==> src/tcap_pkg.sv <==
package tcap_pkg;
  // system clock and bit clock timing
  localparam int CLK_PERIOD_PS = 5000;
  localparam int BCLK_MIN_PERIOD_NS = 20;
  localparam int BCLK_PERIOD_NS = 80;
  localparam int BCLK_HALF_CYC = (BCLK_PERIOD_NS * 1000) / (2 * CLK_PERIOD_PS);
  localparam int BCLK_MIN_HALF_CYC =
    (BCLK_MIN_PERIOD_NS * 1000 + 2 * CLK_PERIOD_PS - 1) / (2 * CLK_PERIOD_PS);

  // frame geometry
  localparam int SLOT_BITS = 32;
  localparam int FRAME_BITS_DEF = 128;
  localparam int AUDIO_SLOTS_DEF = 2;
  localparam int SAMPLE_W_DEF = 24;
  localparam int MUX_SYNC_BITS = 2;

  // command field layout
  localparam int ID_ASSIGN_BIT = 31;
  localparam int EXT_BIT = 30;
  localparam int CHAIN_SEL_BIT = 29;
  localparam int DEV_ID_HI = 28;
  localparam int DEV_ID_LO = 24;
  localparam int RW_BIT = 23;
  localparam int DATA_HI = 15;
  localparam int DATA_LO = 8;
  localparam logic [4:0] DEV_ID_NONE = 5'h00;
  localparam logic [4:0] DEV_ID_BCAST = 5'h1F;

  // software register map of the controller
  localparam int ADDR_W = 8;
  localparam logic [7:0] REG_CTRL = 8'h00;
  localparam logic [7:0] REG_CMD = 8'h04;
  localparam logic [7:0] REG_EXT = 8'h08;
  localparam logic [7:0] REG_STAT = 8'h0C;
  localparam logic [7:0] REG_AUD_BASE = 8'h10;
  localparam int CTRL_RUN = 0;
  localparam int CTRL_MUX = 1;
  localparam int CTRL_ID_REQ = 2;
  localparam int STAT_CMD_PEND = 0;
  localparam int STAT_ID_PEND = 1;
  localparam int STAT_RD_VALID = 2;
  localparam int STAT_RD_LO = 8;
  localparam logic [1:0] CTRL_RESET = 2'h0;
endpackage

==> src/tcap_host.sv <==
// Local design decisions: the address map and the address-and-strobe port.
`timescale 1ns/1ps
module tcap_host #(
  parameter int BCLK_HALF = tcap_pkg::BCLK_HALF_CYC,
  parameter int FRAME_BITS = tcap_pkg::FRAME_BITS_DEF,
  parameter int AUDIO_SLOTS = tcap_pkg::AUDIO_SLOTS_DEF,
  parameter int SAMPLE_W = tcap_pkg::SAMPLE_W_DEF
) (
  input wire logic clk_i,
  input wire logic resetn_i,
  input wire logic [7:0] addr_i,
  input wire logic [31:0] wdata_i,
  input wire logic wr_i,
  input wire logic rd_i,
  output logic [31:0] rdata_o,
  output logic bit_clock_o,
  output logic frame_sync_o,
  output logic serial_data_in_o,
  input wire logic ctrl_data_out_i
);
  localparam int PW = $clog2(FRAME_BITS);
  localparam logic [PW-1:0] POS_LAST = PW'(FRAME_BITS - 1);
  localparam logic [PW-1:0] POS_HALF = PW'(FRAME_BITS / 2);
  localparam logic [PW-1:0] POS_MUX = PW'(tcap_pkg::MUX_SYNC_BITS);
  localparam logic [PW-1:0] POS_RD_FIRST = PW'(31 - tcap_pkg::DATA_HI);
  localparam logic [PW-1:0] POS_RD_LAST = PW'(31 - tcap_pkg::DATA_LO);
  localparam logic [PW-1:0] POS_CHAIN = PW'(31 - tcap_pkg::CHAIN_SEL_BIT);
  localparam int FILL = 32 - SAMPLE_W;

  // refuse geometries the frame builder cannot serve
  if (BCLK_HALF < tcap_pkg::BCLK_MIN_HALF_CYC) begin : g_chk_bclk
    $error("bit clock faster than the link allows");
  end
  if (FRAME_BITS != (1 << PW) || FRAME_BITS < 64 ||
      FRAME_BITS < tcap_pkg::SLOT_BITS * (AUDIO_SLOTS + 1)) begin : g_chk_frame
    $error("frame length must be a power of two holding all slots");
  end
  if (SAMPLE_W < 1 || SAMPLE_W > 32 || AUDIO_SLOTS < 1) begin : g_chk_audio
    $error("unsupported audio slot shape");
  end

  logic bclk;
  logic rise_en;
  logic fall_en;
  logic sdo_sync;
  logic [1:0] ctrl_reg;
  logic [30:8] cmd_reg;
  logic [28:8] ext_reg;
  logic [SAMPLE_W-1:0] aud_reg [AUDIO_SLOTS];
  logic cmd_pend_reg;
  logic id_pend_reg;
  logic [PW-1:0] pos_reg;
  logic frame_on_reg;
  logic ext_frame_reg;
  logic rd_frame_reg;
  logic [31:0] cmd_word_reg;
  logic [31:0] ext_word_reg;
  logic [7:0] rd_shift_reg;
  logic rd_valid_reg;
  logic [PW-1:0] pos_next;
  logic [31:0] word_next;
  logic [4:0] bit_next;
  logic frame_edge;
  logic in_aud;
  logic [7:0] aud_off;
  int aud_idx;

  // bit clock is made here; the device sees it as its link clock
  tcap_bclk_div #(
    .HALF(BCLK_HALF)
  ) u_div (
    .clk_i(clk_i),
    .resetn_i(resetn_i),
    .bclk_o(bclk),
    .rise_o(rise_en),
    .fall_o(fall_en)
  );

  // no chain pins here: the host ignores that handshake
  // device's three-state read-back pin arrives asynchronously
  tcap_sync2 #(
    .W(1)
  ) u_sync (
    .clk_i(clk_i),
    .resetn_i(resetn_i),
    .d_i(ctrl_data_out_i),
    .q_o(sdo_sync)
  );

  // audio register decode
  assign aud_off = addr_i - tcap_pkg::REG_AUD_BASE;
  assign in_aud = (addr_i >= tcap_pkg::REG_AUD_BASE) && (addr_i[1:0] == 2'h0) &&
                  ({2'h0, aud_off[7:2]} < 8'(AUDIO_SLOTS));
  assign aud_idx = int'(aud_off[7:2]);

  // software-written control, command and sample registers
  always_ff @(posedge clk_i) begin
    if (!resetn_i) begin
      ctrl_reg <= tcap_pkg::CTRL_RESET;
      cmd_reg <= '0;
      ext_reg <= '0;
      for (int i = 0; i < AUDIO_SLOTS; i++) begin
        aud_reg[i] <= '0;
      end
    end else if (wr_i) begin
      if (addr_i == tcap_pkg::REG_CTRL) begin
        ctrl_reg <= wdata_i[1:0];
      end
      if (addr_i == tcap_pkg::REG_CMD) begin
        // ids above thirty are left to software
        cmd_reg <= wdata_i[30:8];
      end
      if (addr_i == tcap_pkg::REG_EXT) begin
        ext_reg <= wdata_i[28:8];
      end
      if (in_aud) begin
        aud_reg[aud_idx] <= wdata_i[SAMPLE_W-1:0];
      end
    end
  end

  // command and extended words are frozen on the last rising edge of the frame; samples are read live
  assign frame_edge = rise_en && (pos_reg == POS_LAST);

  // pending flags; a new request beats the frame that consumes the old one
  always_ff @(posedge clk_i) begin
    if (!resetn_i) begin
      cmd_pend_reg <= 1'b0;
      id_pend_reg <= 1'b0;
    end else begin
      if (frame_edge && ctrl_reg[tcap_pkg::CTRL_RUN]) begin
        if (id_pend_reg) begin
          id_pend_reg <= 1'b0;
        end else begin
          cmd_pend_reg <= 1'b0;
        end
      end
      if (wr_i && addr_i == tcap_pkg::REG_CMD) begin
        cmd_pend_reg <= 1'b1;
      end
      if (wr_i && addr_i == tcap_pkg::REG_CTRL && wdata_i[tcap_pkg::CTRL_ID_REQ]) begin
        id_pend_reg <= 1'b1;
      end
    end
  end

  // build command and extended words for the coming frame
  always_ff @(posedge clk_i) begin
    if (!resetn_i) begin
      frame_on_reg <= 1'b0;
      ext_frame_reg <= 1'b0;
      rd_frame_reg <= 1'b0;
      cmd_word_reg <= '0;
      ext_word_reg <= '0;
    end else if (frame_edge) begin
      frame_on_reg <= ctrl_reg[tcap_pkg::CTRL_RUN];
      ext_frame_reg <= 1'b0;
      rd_frame_reg <= 1'b0;
      cmd_word_reg <= '0; // id 0 when idle: nobody answers
      ext_word_reg <= {3'h0, ext_reg, 8'h00}; // no id flag
      if (id_pend_reg) begin
        // id assignment frame; rest of field left zero
        cmd_word_reg[tcap_pkg::ID_ASSIGN_BIT] <= 1'b1;
      end else if (cmd_pend_reg) begin
        // chain select forced low for the input chain
        cmd_word_reg <= {1'b0, cmd_reg[30], 1'b0, cmd_reg[28:8], 8'h00};
        ext_frame_reg <= cmd_reg[tcap_pkg::EXT_BIT];
        rd_frame_reg <= cmd_reg[tcap_pkg::RW_BIT];
      end
    end
  end

  // serial position of the bit that goes out next
  assign pos_next = (pos_reg == POS_LAST) ? '0 : pos_reg + 1'b1;
  assign bit_next = 5'd31 - pos_next[4:0];

  // slot word: command first, then extended packet or audio
  always_comb begin
    word_next = '0;
    if (pos_next[PW-1:5] == '0) begin
      word_next = cmd_word_reg;
    end else if (ext_frame_reg) begin
      if (pos_next[PW-1:5] == 1) begin
        word_next = ext_word_reg; // audio suppressed
      end
    end else if (int'(pos_next[PW-1:5]) <= AUDIO_SLOTS) begin
      // left-justified sample with zero fill
      word_next = 32'(aud_reg[int'(pos_next[PW-1:5]) - 1]) << FILL;
    end
  end

  // position counter and pins change only after a falling edge
  always_ff @(posedge clk_i) begin
    if (!resetn_i) begin
      pos_reg <= POS_LAST;
      serial_data_in_o <= 1'b0;
      frame_sync_o <= 1'b0;
    end else if (fall_en) begin
      pos_reg <= pos_next;
      serial_data_in_o <= frame_on_reg && word_next[bit_next];
      if (!frame_on_reg) begin
        frame_sync_o <= 1'b0;
      end else if (ctrl_reg[tcap_pkg::CTRL_MUX]) begin
        frame_sync_o <= pos_next < POS_MUX; // two-bit pulse selects mode
      end else begin
        frame_sync_o <= pos_next < POS_HALF;
      end
    end
  end

  // bit clock pin straight from the divider flop timing, one cycle later
  always_ff @(posedge clk_i) begin
    if (!resetn_i) begin
      bit_clock_o <= 1'b0;
    end else begin
      bit_clock_o <= bclk;
    end
  end

  // read-back captured on rising edges during the data byte
  always_ff @(posedge clk_i) begin
    if (!resetn_i) begin
      rd_shift_reg <= '0;
    end else if (rise_en && frame_on_reg && rd_frame_reg &&
                 pos_reg >= POS_RD_FIRST && pos_reg <= POS_RD_LAST) begin
      rd_shift_reg <= {rd_shift_reg[6:0], sdo_sync}; // msb first
    end
  end

  // read valid: set on the last data bit, cleared by a new command; set wins
  always_ff @(posedge clk_i) begin
    if (!resetn_i) begin
      rd_valid_reg <= 1'b0;
    end else if (rise_en && frame_on_reg && rd_frame_reg && pos_reg == POS_RD_LAST) begin
      rd_valid_reg <= 1'b1;
    end else if (wr_i && addr_i == tcap_pkg::REG_CMD) begin
      rd_valid_reg <= 1'b0;
    end
  end

  // read port: data one cycle after the strobe, zero when unmapped
  always_ff @(posedge clk_i) begin
    if (!resetn_i) begin
      rdata_o <= '0;
    end else if (rd_i) begin
      rdata_o <= '0;
      if (addr_i == tcap_pkg::REG_CTRL) begin
        rdata_o[1:0] <= ctrl_reg;
      end else if (addr_i == tcap_pkg::REG_CMD) begin
        rdata_o[30:8] <= cmd_reg;
      end else if (addr_i == tcap_pkg::REG_EXT) begin
        rdata_o[28:8] <= ext_reg;
      end else if (addr_i == tcap_pkg::REG_STAT) begin
        rdata_o[tcap_pkg::STAT_CMD_PEND] <= cmd_pend_reg;
        rdata_o[tcap_pkg::STAT_ID_PEND] <= id_pend_reg;
        rdata_o[tcap_pkg::STAT_RD_VALID] <= rd_valid_reg;
        rdata_o[tcap_pkg::STAT_RD_LO +: 8] <= rd_shift_reg;
      end else if (in_aud) begin
        rdata_o[SAMPLE_W-1:0] <= aud_reg[aud_idx];
      end
    end
  end

  // chain select bit is never high on the wire
  property p_chain_low;
    @(posedge clk_i) disable iff (!resetn_i)
    (pos_reg == POS_CHAIN) |-> !serial_data_in_o;
  endproperty
  a_chain_low: assert property (p_chain_low) else $error("chain select driven high");

  // nothing but zeros past the extended packet
  property p_ext_no_audio;
    @(posedge clk_i) disable iff (!resetn_i)
    (ext_frame_reg && pos_reg[PW-1:5] >= 2) |-> !serial_data_in_o;
  endproperty
  a_ext_no_audio: assert property (p_ext_no_audio) else $error("audio in extended frame");

  // zero fill below each sample
  property p_aud_fill;
    @(posedge clk_i) disable iff (!resetn_i)
    (!ext_frame_reg && pos_reg[PW-1:5] != '0 && int'(pos_reg[4:0]) >= SAMPLE_W)
      |-> !serial_data_in_o;
  endproperty
  a_aud_fill: assert property (p_aud_fill) else $error("audio fill bit not zero");

  // data and sync move only just after a falling bit clock edge
  property p_data_on_fall;
    @(posedge clk_i) disable iff (!resetn_i)
    $changed(serial_data_in_o) |-> $past(fall_en);
  endproperty
  a_data_on_fall: assert property (p_data_on_fall) else $error("data moved off fall");

  property p_sync_on_fall;
    @(posedge clk_i) disable iff (!resetn_i)
    $changed(frame_sync_o) |-> $past(fall_en) && !bit_clock_o;
  endproperty
  a_sync_on_fall: assert property (p_sync_on_fall) else $error("sync moved off fall");

  // a frame opens at position zero with the command field
  property p_frame_start;
    @(posedge clk_i) disable iff (!resetn_i)
    $rose(frame_sync_o) |-> pos_reg == '0;
  endproperty
  a_frame_start: assert property (p_frame_start) else $error("frame not at slot 0");

  // low byte of the command slot stays zero
  property p_low_byte;
    @(posedge clk_i) disable iff (!resetn_i)
    (pos_reg > POS_RD_LAST && pos_reg[PW-1:5] == '0) |-> !serial_data_in_o;
  endproperty
  a_low_byte: assert property (p_low_byte) else $error("low byte driven");

  // read completion only for a frame that sent a read bit
  property p_read_valid;
    @(posedge clk_i) disable iff (!resetn_i)
    $rose(rd_valid_reg) |-> rd_frame_reg && cmd_word_reg[tcap_pkg::RW_BIT] &&
      $past(pos_reg) == POS_RD_LAST;
  endproperty
  a_read_valid: assert property (p_read_valid) else $error("read valid without read");
endmodule

==> src/tcap_sync2.sv <==
`timescale 1ns/1ps
// two-flop synchroniser for pin inputs
module tcap_sync2 #(
  parameter int W = 1
) (
  input wire logic clk_i,
  input wire logic resetn_i,
  input wire logic [W-1:0] d_i,
  output logic [W-1:0] q_o
);
  logic [W-1:0] meta_reg;

  // first stage feeds only the second stage
  always_ff @(posedge clk_i) begin
    if (!resetn_i) begin
      meta_reg <= '0;
      q_o <= '0;
    end else begin
      meta_reg <= d_i;
      q_o <= meta_reg;
    end
  end
endmodule

==> src/tcap_bclk_div.sv <==
`timescale 1ns/1ps
// bit clock divider with edge enables
module tcap_bclk_div #(
  parameter int HALF = 8
) (
  input wire logic clk_i,
  input wire logic resetn_i,
  output logic bclk_o,
  output logic rise_o,
  output logic fall_o
);
  localparam int CW = (HALF > 1) ? $clog2(HALF) : 1;
  localparam logic [CW-1:0] LAST = CW'(HALF - 1);
  logic [CW-1:0] cnt_reg;

  // rise/fall pulse in the same cycle the clock flop changes
  always_ff @(posedge clk_i) begin
    if (!resetn_i) begin
      cnt_reg <= '0;
      bclk_o <= 1'b0;
      rise_o <= 1'b0;
      fall_o <= 1'b0;
    end else begin
      rise_o <= 1'b0;
      fall_o <= 1'b0;
      if (cnt_reg == LAST) begin
        cnt_reg <= '0;
        bclk_o <= !bclk_o;
        rise_o <= !bclk_o;
        fall_o <= bclk_o;
      end else begin
        cnt_reg <= cnt_reg + 1'b1;
      end
    end
  end
endmodule

==> config.mk <==
export PLATFORM = sky130hd
export DESIGN_NAME = tcap_host
export DESIGN_NICKNAME = d
export VERILOG_FILES = /design/src/tcap_pkg.sv /design/src/tcap_host.sv /design/src/tcap_sync2.sv /design/src/tcap_bclk_div.sv
export SDC_FILE = /design/constraint.sdc
export NUM_CORES = 1
export LEC_CHECK = 0
export ABC_AREA = 1
export BUFFER_PORTS_ARGS = -buffer_cell sky130_fd_sc_hd__buf_2
export CORE_ASPECT_RATIO = 1.4
export CORE_MARGIN = 3
export CORE_UTILIZATION = 45
export DETAILED_ROUTE_END_ITERATION = 6
export PLACE_DENSITY = 0.7
export SYNTH_ARGS = -nofsm -noshare
export SYNTH_HDL_FRONTEND = slang
export SYNTH_SLANG_ARGS = --single-unit
==> constraint.sdc <==
create_clock -name clk_i -period 2 [get_ports clk_i]
set_clock_uncertainty 0.05 [all_clocks]
set_input_delay 0 -clock clk_i [delete_from_list [all_inputs] [get_ports clk_i]]
set_output_delay 0 -clock clk_i [all_outputs]
set_load 0.01 [all_outputs]
==> results of run 1 <==
critical path: cells and delay by family (launching register included):
family | cells | cell delay [ps]
AOI/OAI and AO/OA | 2 | 210
adders and majority gates | 1 | 170
DFF | 1 | 360
buffers and inverters | 2 | 360
and+or+nand+nor | 9 | 910
metal layers:
metal  vias up  global-route usage (%)
met3        93                    3.30
li1       4282                       -
met2       337                    47.7
met4         0                    17.6
met1      4159                    33.0
met5         -                       0
layout by cell type (no fill, tap or decap), types with 48 or more instances in the layout:
master / synthesis / layout
sky130_fd_sc_hd__nand2_1: 182 / 173
sky130_fd_sc_hd__nor2_1: 176 / 171
sky130_fd_sc_hd__dfxtp_1: 151 / 148
sky130_fd_sc_hd__o21ai_0: 134 / 128
sky130_fd_sc_hd__a21oi_1: 128 / 125
sky130_fd_sc_hd__inv_1: 117 / 114
sky130_fd_sc_hd__buf_2: 16 / 77
sky130_fd_sc_hd__buf_4: 5 / 74
sky130_fd_sc_hd__nand3_1: 86 / 72
sky130_fd_sc_hd__edfxtp_1: 48 / 48
logic make-up after synthesis:
group | count (synthesis) | share of synthesized area (%)
mux | 2 | 0.219
simple gates | 480 | 22.4
xor+xnor | 1 | 0.0958
buf+inv | 197 | 9.09
flops | 199 | 48.8
other cells | 1 | 0.0410
compound gates | 314 | 18.8
fa+ha+maj | 4 | 0.548
repair_timing:
item                                   in CTS  in global routing
hold buffers                               33                  0
setup buffers                               4                  4
endpoints found under the hold margin     101                  0
gates cloned                                2                  3
pin swaps                                   8                 23
resized for setup                          27                 47
setup endpoints to repair                   4                 17
metrics by stage:
stage	cell area (µm²)	utilization, %	instances	power, mW	setup WS (ps)
2_1_floorplan	9140	-	1198	4.50	11.5
3_3_place_gp	10200	51.1	1534	4.69	-176
3_5_place_dp	10200	51.1	1534	4.70	-226
4_1_cts	11300	56.6	1605	8.22	-159
5_1_grt	11500	57.9	1612	8.45	-369
6_report	11500	57.9	1612	8.19	-219
worst max-delay path by stage:
stage / start / end / cells after the start
after floorplan: addr_i[7] / aud_reg[1][0] / 6
after global placement: pos_reg[0] / serial_data_in_o / 16
after detailed placement: pos_reg[1] / serial_data_in_o / 16
after CTS: pos_reg[1] / serial_data_in_o / 16
after global routing: pos_reg[0] / serial_data_in_o / 18
final: pos_reg[0] / serial_data_in_o / 14
cell type report:
cell class                      instances  area share [%]
Timing Repair Buffer                  202            13.6
Clock buffer                           18            3.81
Tap cell                              252            2.73
Sequential cell                       199            38.8
Clock inverter                         14            1.48
Multi-Input combinational cell        803            35.4
Inverter                              124            4.15
power by group:
group / leakage (nW) / switching [mW] / internal [mW] / total [mW]
combinational: 2.99 / 0.294 / 0.160 / 0.455
clock: 0.298 / 1.79 / 1.74 / 3.54
sequential: 1.67 / 0.0365 / 4.17 / 4.20
==> results.sh, run 1 <==
export IMPL_final_hold_violation_count=0
export IMPL_placement_io_buffers=77
export IMPL_power_density_nw_per_um2=711
export IMPL_rr_startpoint="pos_reg[0]"
export IMPL_drc=0
export IMPL_chipHeight_um=175
export IMPL_die_wd_um=126
export IMPL_grt_pass1_vias=8493
export IMPL_required_ps=2260
export IMPL_synth_net_count=1247
export IMPL_yosysSeqAreaShare_pct=48.8
export IMPL_post_synth_top_area_fraction_pct=33.1
export IMPL_whs_endpoint="u_sync.q_o"
export IMPL_slew_viol_final=0
export IMPL_design_die_area_um2=22100
export IMPL_synthArstFlopShare_pct=0
export IMPL_area_of_the_multi_input_gates_um2=4080
export IMPL_holdWs_ps=29.4
export IMPL_rows=61
export IMPL_worstRegToRegCells=14
export IMPL_ys_top_cells_by_count="sky130_fd_sc_hd__nand2_1, sky130_fd_sc_hd__nor2_1, sky130_fd_sc_hd__dfxtp_1"
export IMPL_routed_wl_mm=31.4
export IMPL_track_usage_pct=27.9
export IMPL_final_net_count=1396
export IMPL_vias=8871
export IMPL_last_weighted_congestion_value_of_the_routability_driven_placer=1.02
export IMPL_synth_seq_cells=199
export IMPL_detail_route_first_pass_iterations=6
export IMPL_status="complete, but fails checks"
export IMPL_wirelength_met1_mm=12.0
export IMPL_setup_worst_path_end_class="register"
export IMPL_met2RoutedLength_mm=15.8
export IMPL_irDropWorstVdd_mv=0.555
export IMPL_overflow=0
export IMPL_report_final_setup_viol=2
export IMPL_postRouteAntennaNets=0
export IMPL_worst_relative_slew_slack_pct=37.4
export IMPL_htree_levels=4
export IMPL_final_fill_count=1827
export IMPL_drt_vias_per_instance=5.50
export IMPL_post_route_cells_drive_above_1_share_pct=20.1
export IMPL_crit_type="reg2reg"
export IMPL_cts_buffers_inserted=17
export IMPL_max_freq_ghz=0.451
export IMPL_worstHoldPathCells=4
export IMPL_synth_flop_cell="sky130_fd_sc_hd__dfxtp_1"
export IMPL_netlist_top_cell_by_area="sky130_fd_sc_hd__dfxtp_1"
export IMPL_worst_ep_arrival_time_ps=2480
export IMPL_min_delay_start="resetn_i"
export IMPL_clkTransAtPathRegs_ps=80
export IMPL_p_leak_nw=4.96
export IMPL_violations="negative setup slack"
export IMPL_max_cap_viol_count=0
export IMPL_cts_root_buf="sky130_fd_sc_hd__clkbuf_16"
export IMPL_cts_sinks=199
export IMPL_drt_first_iter_violations=829
export IMPL_postSynthCellCount=1198
export IMPL_clock_tree_buffer_depth=2
export IMPL_area_delta_synth_final_pct=26.1
export IMPL_cts_tree="built"
export IMPL_min_period_over_period_pct=111
export IMPL_regToRegSetupSlack_ps=-220
export IMPL_grt_max_degree=66
export IMPL_critical_path_most_common_cell="sky130_fd_sc_hd__nand2_4"
export IMPL_antenna_cells=0
export IMPL_crit_chain="ha_4 -> nand2_4 -> nor2_4 -> nand2_4 -> nand3_4 -> nand2_4 -> clkinvlp_4 -> buf_4 -> a21oi_1 -> nand2_1 -> nand3_2 -> nand2_2 -> nand4_1 -> a21oi_1"
export IMPL_worstHoldPathType="in2reg"
export IMPL_total_neg_setup_slack_ps=-266
export IMPL_edff_count_synth=48
export IMPL_wire_per_inst_um=19.5
export IMPL_max_stage_delay_ps=360
export IMPL_cp_slowest_cell="sky130_fd_sc_hd__dfxtp_4"
export IMPL_regToRegEndpoint="serial_data_in_o"
export IMPL_grt_setup_unrepaired="yes"
export IMPL_layout_min_cycle_time_ps=2220
export IMPL_area_sequential_um2=4470
export IMPL_post_dp_hpwl_mm=22.8
export IMPL_synth_top_cells_by_area="sky130_fd_sc_hd__dfxtp_1, sky130_fd_sc_hd__edfxtp_1, sky130_fd_sc_hd__nand2_1"
export IMPL_synthesis_area_um2=9140
export IMPL_start_util_pct=45.9
export IMPL_synthesized_area_per_cell_um2=7.63
export IMPL_final_critical_path_setup_slack_ps=-219
export IMPL_netlist_cell_type_count=43
export IMPL_max_slew_worst_pin_slew_ps=927
export IMPL_met3_length_mm=1.49
export IMPL_largest_reg_flops=48
export IMPL_critical_path_launch_point_type="register"
export IMPL_first_pass_grt_wire_length_mm=47.4
export IMPL_synthMostInstantiatedCell="sky130_fd_sc_hd__nand2_1"
export IMPL_fp_coreArea_um2=19900
export IMPL_routed_top_layer="met4"
export IMPL_synth_warning_count=0
export IMPL_worstSkewPairLatency_ps=450
export IMPL_top_level_ports=80
export IMPL_grt_antenna_before_repair=0
export IMPL_timing_critical_path_fanout_max=8
No activity file was read; power rests on OpenSTA's default activity.
==> inputs of run 2 (changes only) <==
CORE_MARGIN = unset   (was 3)
==> run 2 against run 1 <==
Effect of this change:
- the run still ends with negative setup slack left
- sequential share of layout area is 0.45 points higher
- cell count down 0.19%
- largest power group unchanged
- sequential power is essentially flat
- critical endpoint unchanged
- first-iteration DRC count is 24% lower
- highest routed layer unchanged
==> results.sh, run 2 (synthesis results as in run 1) <==
export IMPL_antenna_cells=0
export IMPL_grt_setup_unrepaired="yes"
export IMPL_worstSkewPairLatency_ps=450
export IMPL_final_net_count=1393
export IMPL_clkTransAtPathRegs_ps=80
export IMPL_final_cell_mix="sky130_fd_sc_hd__nand2_1, sky130_fd_sc_hd__nor2_1, sky130_fd_sc_hd__dfxtp_1"
export IMPL_final_critical_path_setup_slack_ps=-124
export IMPL_cts_tree="built"
export IMPL_irDropWorstVdd_mv=0.703
export IMPL_fin_total_pwr_mw=7.91
export IMPL_post_dp_hpwl_mm=21.8
export IMPL_die_wd_um=122
export IMPL_timing_critical_path_fanout_max=8
export IMPL_detail_route_first_pass_iterations=6
export IMPL_clock_tree_buffer_depth=2
export IMPL_worst_relative_slew_slack_pct=46.6
export IMPL_placement_io_buffers=77
export IMPL_post_route_cells_drive_above_1_share_pct=19.1
export IMPL_final_hold_violation_count=0
export IMPL_max_cap_viol_count=0
export IMPL_routed_wl_mm=30.3
export IMPL_cp_slowest_cell="sky130_fd_sc_hd__dfxtp_4"
export IMPL_final_cells=1609
export IMPL_report_final_setup_viol=1
export IMPL_top_level_ports=80
export IMPL_setup_worst_path_end_class="register"
export IMPL_largest_reg_flops=48
export IMPL_start_util_pct=45.9
export IMPL_post_place_cells=1529
export IMPL_drt_vias_per_instance=5.50
export IMPL_worst_ep_arrival_time_ps=2390
export IMPL_wire_per_inst_um=18.8
export IMPL_overflow=0
export IMPL_worstHoldPathType="in2reg"
export IMPL_fp_coreArea_um2=19900
export IMPL_max_freq_ghz=0.471
export IMPL_slew_viol_final=0
export IMPL_worst_path_dominant_cell_family="simple AND/OR/NAND/NOR gates"
export IMPL_power_density_nw_per_um2=694
export IMPL_rows=61
export IMPL_violations="negative setup slack"
export IMPL_htree_levels=4
export IMPL_design_die_area_um2=20900
export IMPL_grt_antenna_before_repair=0
export IMPL_status="complete, but fails checks"
export IMPL_vias=8842
export IMPL_total_neg_setup_slack_ps=-124
export IMPL_min_period_over_period_pct=106
export IMPL_layout_min_cycle_time_ps=2120
export IMPL_track_usage_pct=30.1
export IMPL_postRouteAntennaNets=0
export IMPL_first_pass_grt_wire_length_mm=46.2
export IMPL_critical_path_launch_point_type="register"
export IMPL_crit_chain="ha_4 -> nand2_4 -> nor2_4 -> nand2_4 -> nand3_4 -> nand2_4 -> clkinvlp_4 -> a21oi_1 -> a21oi_1 -> nand2_1 -> nand3_1 -> nand4_1 -> a21oi_1"
export IMPL_required_ps=2270
export IMPL_most_common_library_cell_in_the_layout_ignoring_fill_and_taps="sky130_fd_sc_hd__nand2_1"
export IMPL_max_slew_worst_pin_slew_ps=792
export IMPL_cts_root_buf="sky130_fd_sc_hd__clkbuf_16"
export IMPL_crit_buf_inv=1
export IMPL_final_fill_count=1838
export IMPL_drt_first_iter_violations=630
export IMPL_max_stage_delay_ps=360
export IMPL_detailedPlace_worstSlack_ps=-189
export IMPL_area_delta_synth_final_pct=24.7
export IMPL_drc=0
export IMPL_cts_buffers_inserted=17
export IMPL_grt_max_degree=103
export IMPL_last_weighted_congestion_value_of_the_routability_driven_placer=0.987
export IMPL_chipHeight_um=171
export IMPL_crit_type="reg2reg"
export IMPL_p_leak_nw=4.94
export IMPL_grt_pass1_vias=8382
export IMPL_cts_sinks=199
[run 2: metal layers]
metal  track usage [%]  up-vias  wire [µm]
met4              20.4        0       2060
met2              51.4      364      15200
li1                  -     4283          -
met5                 0        -          0
met3              4.63       84       1680
met1              34.1     4111      11300
[run 2: through the flow]
step	hold slack [ps]	utilization, %	area [µm²]
finish	22.9	57.2	11400
global route	57.9	57.2	11400
CTS	16.8	56.3	11200
detailed placement	176	51.0	10200
global placement	169	51.0	10200
floorplan	47.6	-	9140
[run 2: path summary, 6_finish.rpt]
| check | startpoint | end | slack, ps | cells after the start |
|---|---|---|---|---|
| worst max-delay path | pos_reg[1] | serial_data_in_o | -120 | 13 |
| worst min-delay path | resetn_i | u_sync.q_o | 20 | 4 |
| worst max register to register | pos_reg[1] | serial_data_in_o | -120 | 13 |
| worst min register to register | u_sync.meta_reg | u_sync.q_o | 370 | 2 |
[run 2: worst min-delay path, delay by kind of cell]
family	cells	cell delay [ps]
simple gates	1	100
buf+inv	3	370
[run 2: repair_timing]
action	CTS	global route
setup buffers	8	2
setup endpoints to repair	1	31
gates resized for setup	28	32
endpoints found under the hold margin	100	0
hold buffers	33	0
pin swaps	11	10
cloned	2	3
[run 2: report_power, final]
| part | switching [mW] | internal, mW | leakage, nW |
|---|---|---|---|
| Combinational | 0.294 | 0.166 | 3.00 |
| Clock | 1.62 | 1.62 | 0.263 |
| Sequential | 0.0360 | 4.17 | 1.67 |
[run 2: cell type report]
type | count | area (µm²) | share of cell area [%]
Timing Repair Buffer | 199 | 1580 | 13.9
Sequential cell | 199 | 4470 | 39.3
Multi-Input combinational cell | 803 | 4000 | 35.1
Clock buffer | 18 | 429 | 3.77
Inverter | 124 | 473 | 4.15
Clock inverter | 14 | 123 | 1.08
Tap cell | 252 | 315 | 2.77
==> inputs of run 3 (changes only) <==
SKIP_LAST_GASP = 1   (was unset)
==> run 3 against run 2 <==
Effect of this change:
- the flow still finishes with violations (negative setup slack)
- die area is the same
- count of clock-buffer cells in the layout unchanged
- cell count unchanged
- sequential cell count unchanged
- register-to-register slack worse by 20 ps
==> results.sh, run 3 (synthesis results as in run 1) <==
export IMPL_largest_reg_flops=48
export IMPL_chipHeight_um=171
export IMPL_grt_pass1_vias=8382
export IMPL_cts_buffers_inserted=17
export IMPL_start_util_pct=45.9
export IMPL_min_period_over_period_pct=107
export IMPL_slew_viol_final=0
export IMPL_grt_antenna_before_repair=0
export IMPL_clkTransAtPathRegs_ps=80
export IMPL_max_cap_viol_count=0
export IMPL_regToRegSetupSlack_ps=-140
export IMPL_whs_endpoint="u_sync.q_o"
export IMPL_overflow=0
export IMPL_worstHoldPathCells=4
export IMPL_antenna_cells=0
export IMPL_fp_coreArea_um2=19900
export IMPL_htree_levels=4
export IMPL_regToRegEndpoint="serial_data_in_o"
export IMPL_max_freq_ghz=0.467
export IMPL_max_slew_worst_pin_slew_ps=785
export IMPL_rows=61
export IMPL_critical_path_launch_point_type="register"
export IMPL_report_final_setup_viol=1
export IMPL_worstHoldPathType="in2reg"
export IMPL_crit_type="reg2reg"
export IMPL_rr_startpoint="pos_reg[1]"
export IMPL_grt_setup_unrepaired="yes"
export IMPL_layout_min_cycle_time_ps=2140
export IMPL_die_wd_um=122
export IMPL_required_ps=2270
export IMPL_placement_io_buffers=77
export IMPL_fin_util_pct=57.2
export IMPL_p_leak_nw=4.94
export IMPL_crit_chain="ha_4 -> nand2_4 -> nor2_4 -> nand2_4 -> nand3_4 -> nand2_4 -> clkinvlp_4 -> a21oi_1 -> a21oi_1 -> nand2_1 -> nand3_1 -> nand4_1 -> a21oi_1"
export IMPL_clock_tree_buffer_depth=2
export IMPL_wire_per_inst_um=18.7
export IMPL_post_dp_hpwl_mm=21.8
export IMPL_top_level_ports=80
export IMPL_cp_slowest_cell="sky130_fd_sc_hd__dfxtp_4"
export IMPL_irDropWorstVdd_mv=0.703
export IMPL_final_cell_area_um2=11400
export IMPL_max_stage_delay_ps=360
export IMPL_dpl_cell_area_um2=10200
export IMPL_violations="negative setup slack"
export IMPL_final_critical_path_setup_slack_ps=-139
export IMPL_final_cell_mix="sky130_fd_sc_hd__nand2_1, sky130_fd_sc_hd__nor2_1, sky130_fd_sc_hd__dfxtp_1"
export IMPL_drc=0
export IMPL_power_density_nw_per_um2=694
export IMPL_post_route_cells_drive_above_1_share_pct=18.9
export IMPL_grt_max_degree=103
export IMPL_routed_wl_mm=30.1
export IMPL_postRouteAntennaNets=0
export IMPL_timing_critical_path_fanout_max=8
export IMPL_design_die_area_um2=20900
export IMPL_last_weighted_congestion_value_of_the_routability_driven_placer=0.987
export IMPL_cts_root_buf="sky130_fd_sc_hd__clkbuf_16"
export IMPL_worstSkewPairLatency_ps=450
export IMPL_area_delta_synth_final_pct=24.6
export IMPL_worst_ep_arrival_time_ps=2410
export IMPL_final_hold_violation_count=0
export IMPL_status="complete, but fails checks"
export IMPL_detail_route_first_pass_iterations=5
export IMPL_fin_total_pwr_mw=7.90
export IMPL_first_pass_grt_wire_length_mm=46.2
export IMPL_cts_tree="built"
export IMPL_track_usage_pct=30.1
export IMPL_vias=8811
export IMPL_worst_relative_slew_slack_pct=47.0
export IMPL_most_common_library_cell_in_the_layout_ignoring_fill_and_taps="sky130_fd_sc_hd__nand2_1"
export IMPL_worstRegToRegCells=13
export IMPL_setup_worst_path_end_class="register"
export IMPL_cts_sinks=199
export IMPL_min_delay_start="resetn_i"
export IMPL_drt_first_iter_violations=728
export IMPL_drt_vias_per_instance=5.48
export IMPL_final_net_count=1393
[run 3: changes by cell type in the layout (fill, tap and decap cells not counted)]
cell                      before  now
sky130_fd_sc_hd__o21ai_2       2    1
sky130_fd_sc_hd__inv_2         8    7
sky130_fd_sc_hd__inv_1       114  115
sky130_fd_sc_hd__o21ai_1       5    6
[run 3: what timing repair did]
item | CTS | global route
endpoints found under the hold margin | 100 | 0
buffers inserted | 8 | 2
hold buffers | 33 | 0
gates resized for setup | 28 | 30
gates cloned | 2 | 3
pin swaps | 11 | 10
setup endpoints to repair | 1 | 31
[run 3: layout make-up]
| type | instances | area [µm²] |
|---|---|---|
| fillers | 1838 | 8530 |
| flip-flops and latches | 199 | 4470 |
| multi-input cells | 803 | 4000 |
| repair buffers | 199 | 1580 |
| inverters | 124 | 473 |
| clock buffers | 18 | 429 |
| well taps | 252 | 315 |
| clock inverters | 14 | 123 |
[run 3: metal layers]
| layer | GRT usage (%) | wire length [µm] | vias up |
|---|---|---|---|
| met2 | 51.4 | 15100 | 371 |
| met5 | 0 | 0 | - |
| met1 | 34.1 | 11300 | 4081 |
| met3 | 4.63 | 1700 | 81 |
| met4 | 20.4 | 2010 | 0 |
| li1 | - | - | 4278 |
[run 3: worst max-delay path by stage]
| stage | depth (start not counted) | to | startpoint |
|---|---|---|---|
| after floorplan | 6 | aud_reg[1][0] | addr_i[7] |
| after global placement | 14 | serial_data_in_o | pos_reg[0] |
| after detailed placement | 16 | serial_data_in_o | pos_reg[1] |
| after CTS | 15 | serial_data_in_o | pos_reg[0] |
| after global routing | 16 | serial_data_in_o | pos_reg[1] |
| final | 13 | serial_data_in_o | pos_reg[1] |
[run 3: metrics by stage]
step                      hold WS [ps]  setup slack (ps)  TNS (ps)  instances
final                             27.7              -139      -139       1609
after detailed placement           176              -189      -189       1529
after floorplan                   47.6              11.5         0       1198
after global routing              57.0              -270      -414       1609
after global placement             169              -175      -175       1529
after CTS                         16.8              -121      -121       1604
[run 3: where the power goes]
group	internal [mW]	total, mW	switching, mW
logic	0.166	0.459	0.293
clock network	1.62	3.24	1.62
registers	4.17	4.21	0.0359
total	5.96	7.90	1.95
[run 3: critical path, delay by kind of cell (launching register included)]
kind,cells,cell delay [ps]
buffers and inverters,1,190
AO/OA/AOI/OAI,3,400
flip-flops,1,360
adder cells (fa/ha/maj),1,160
AND/OR/NAND/NOR,8,830
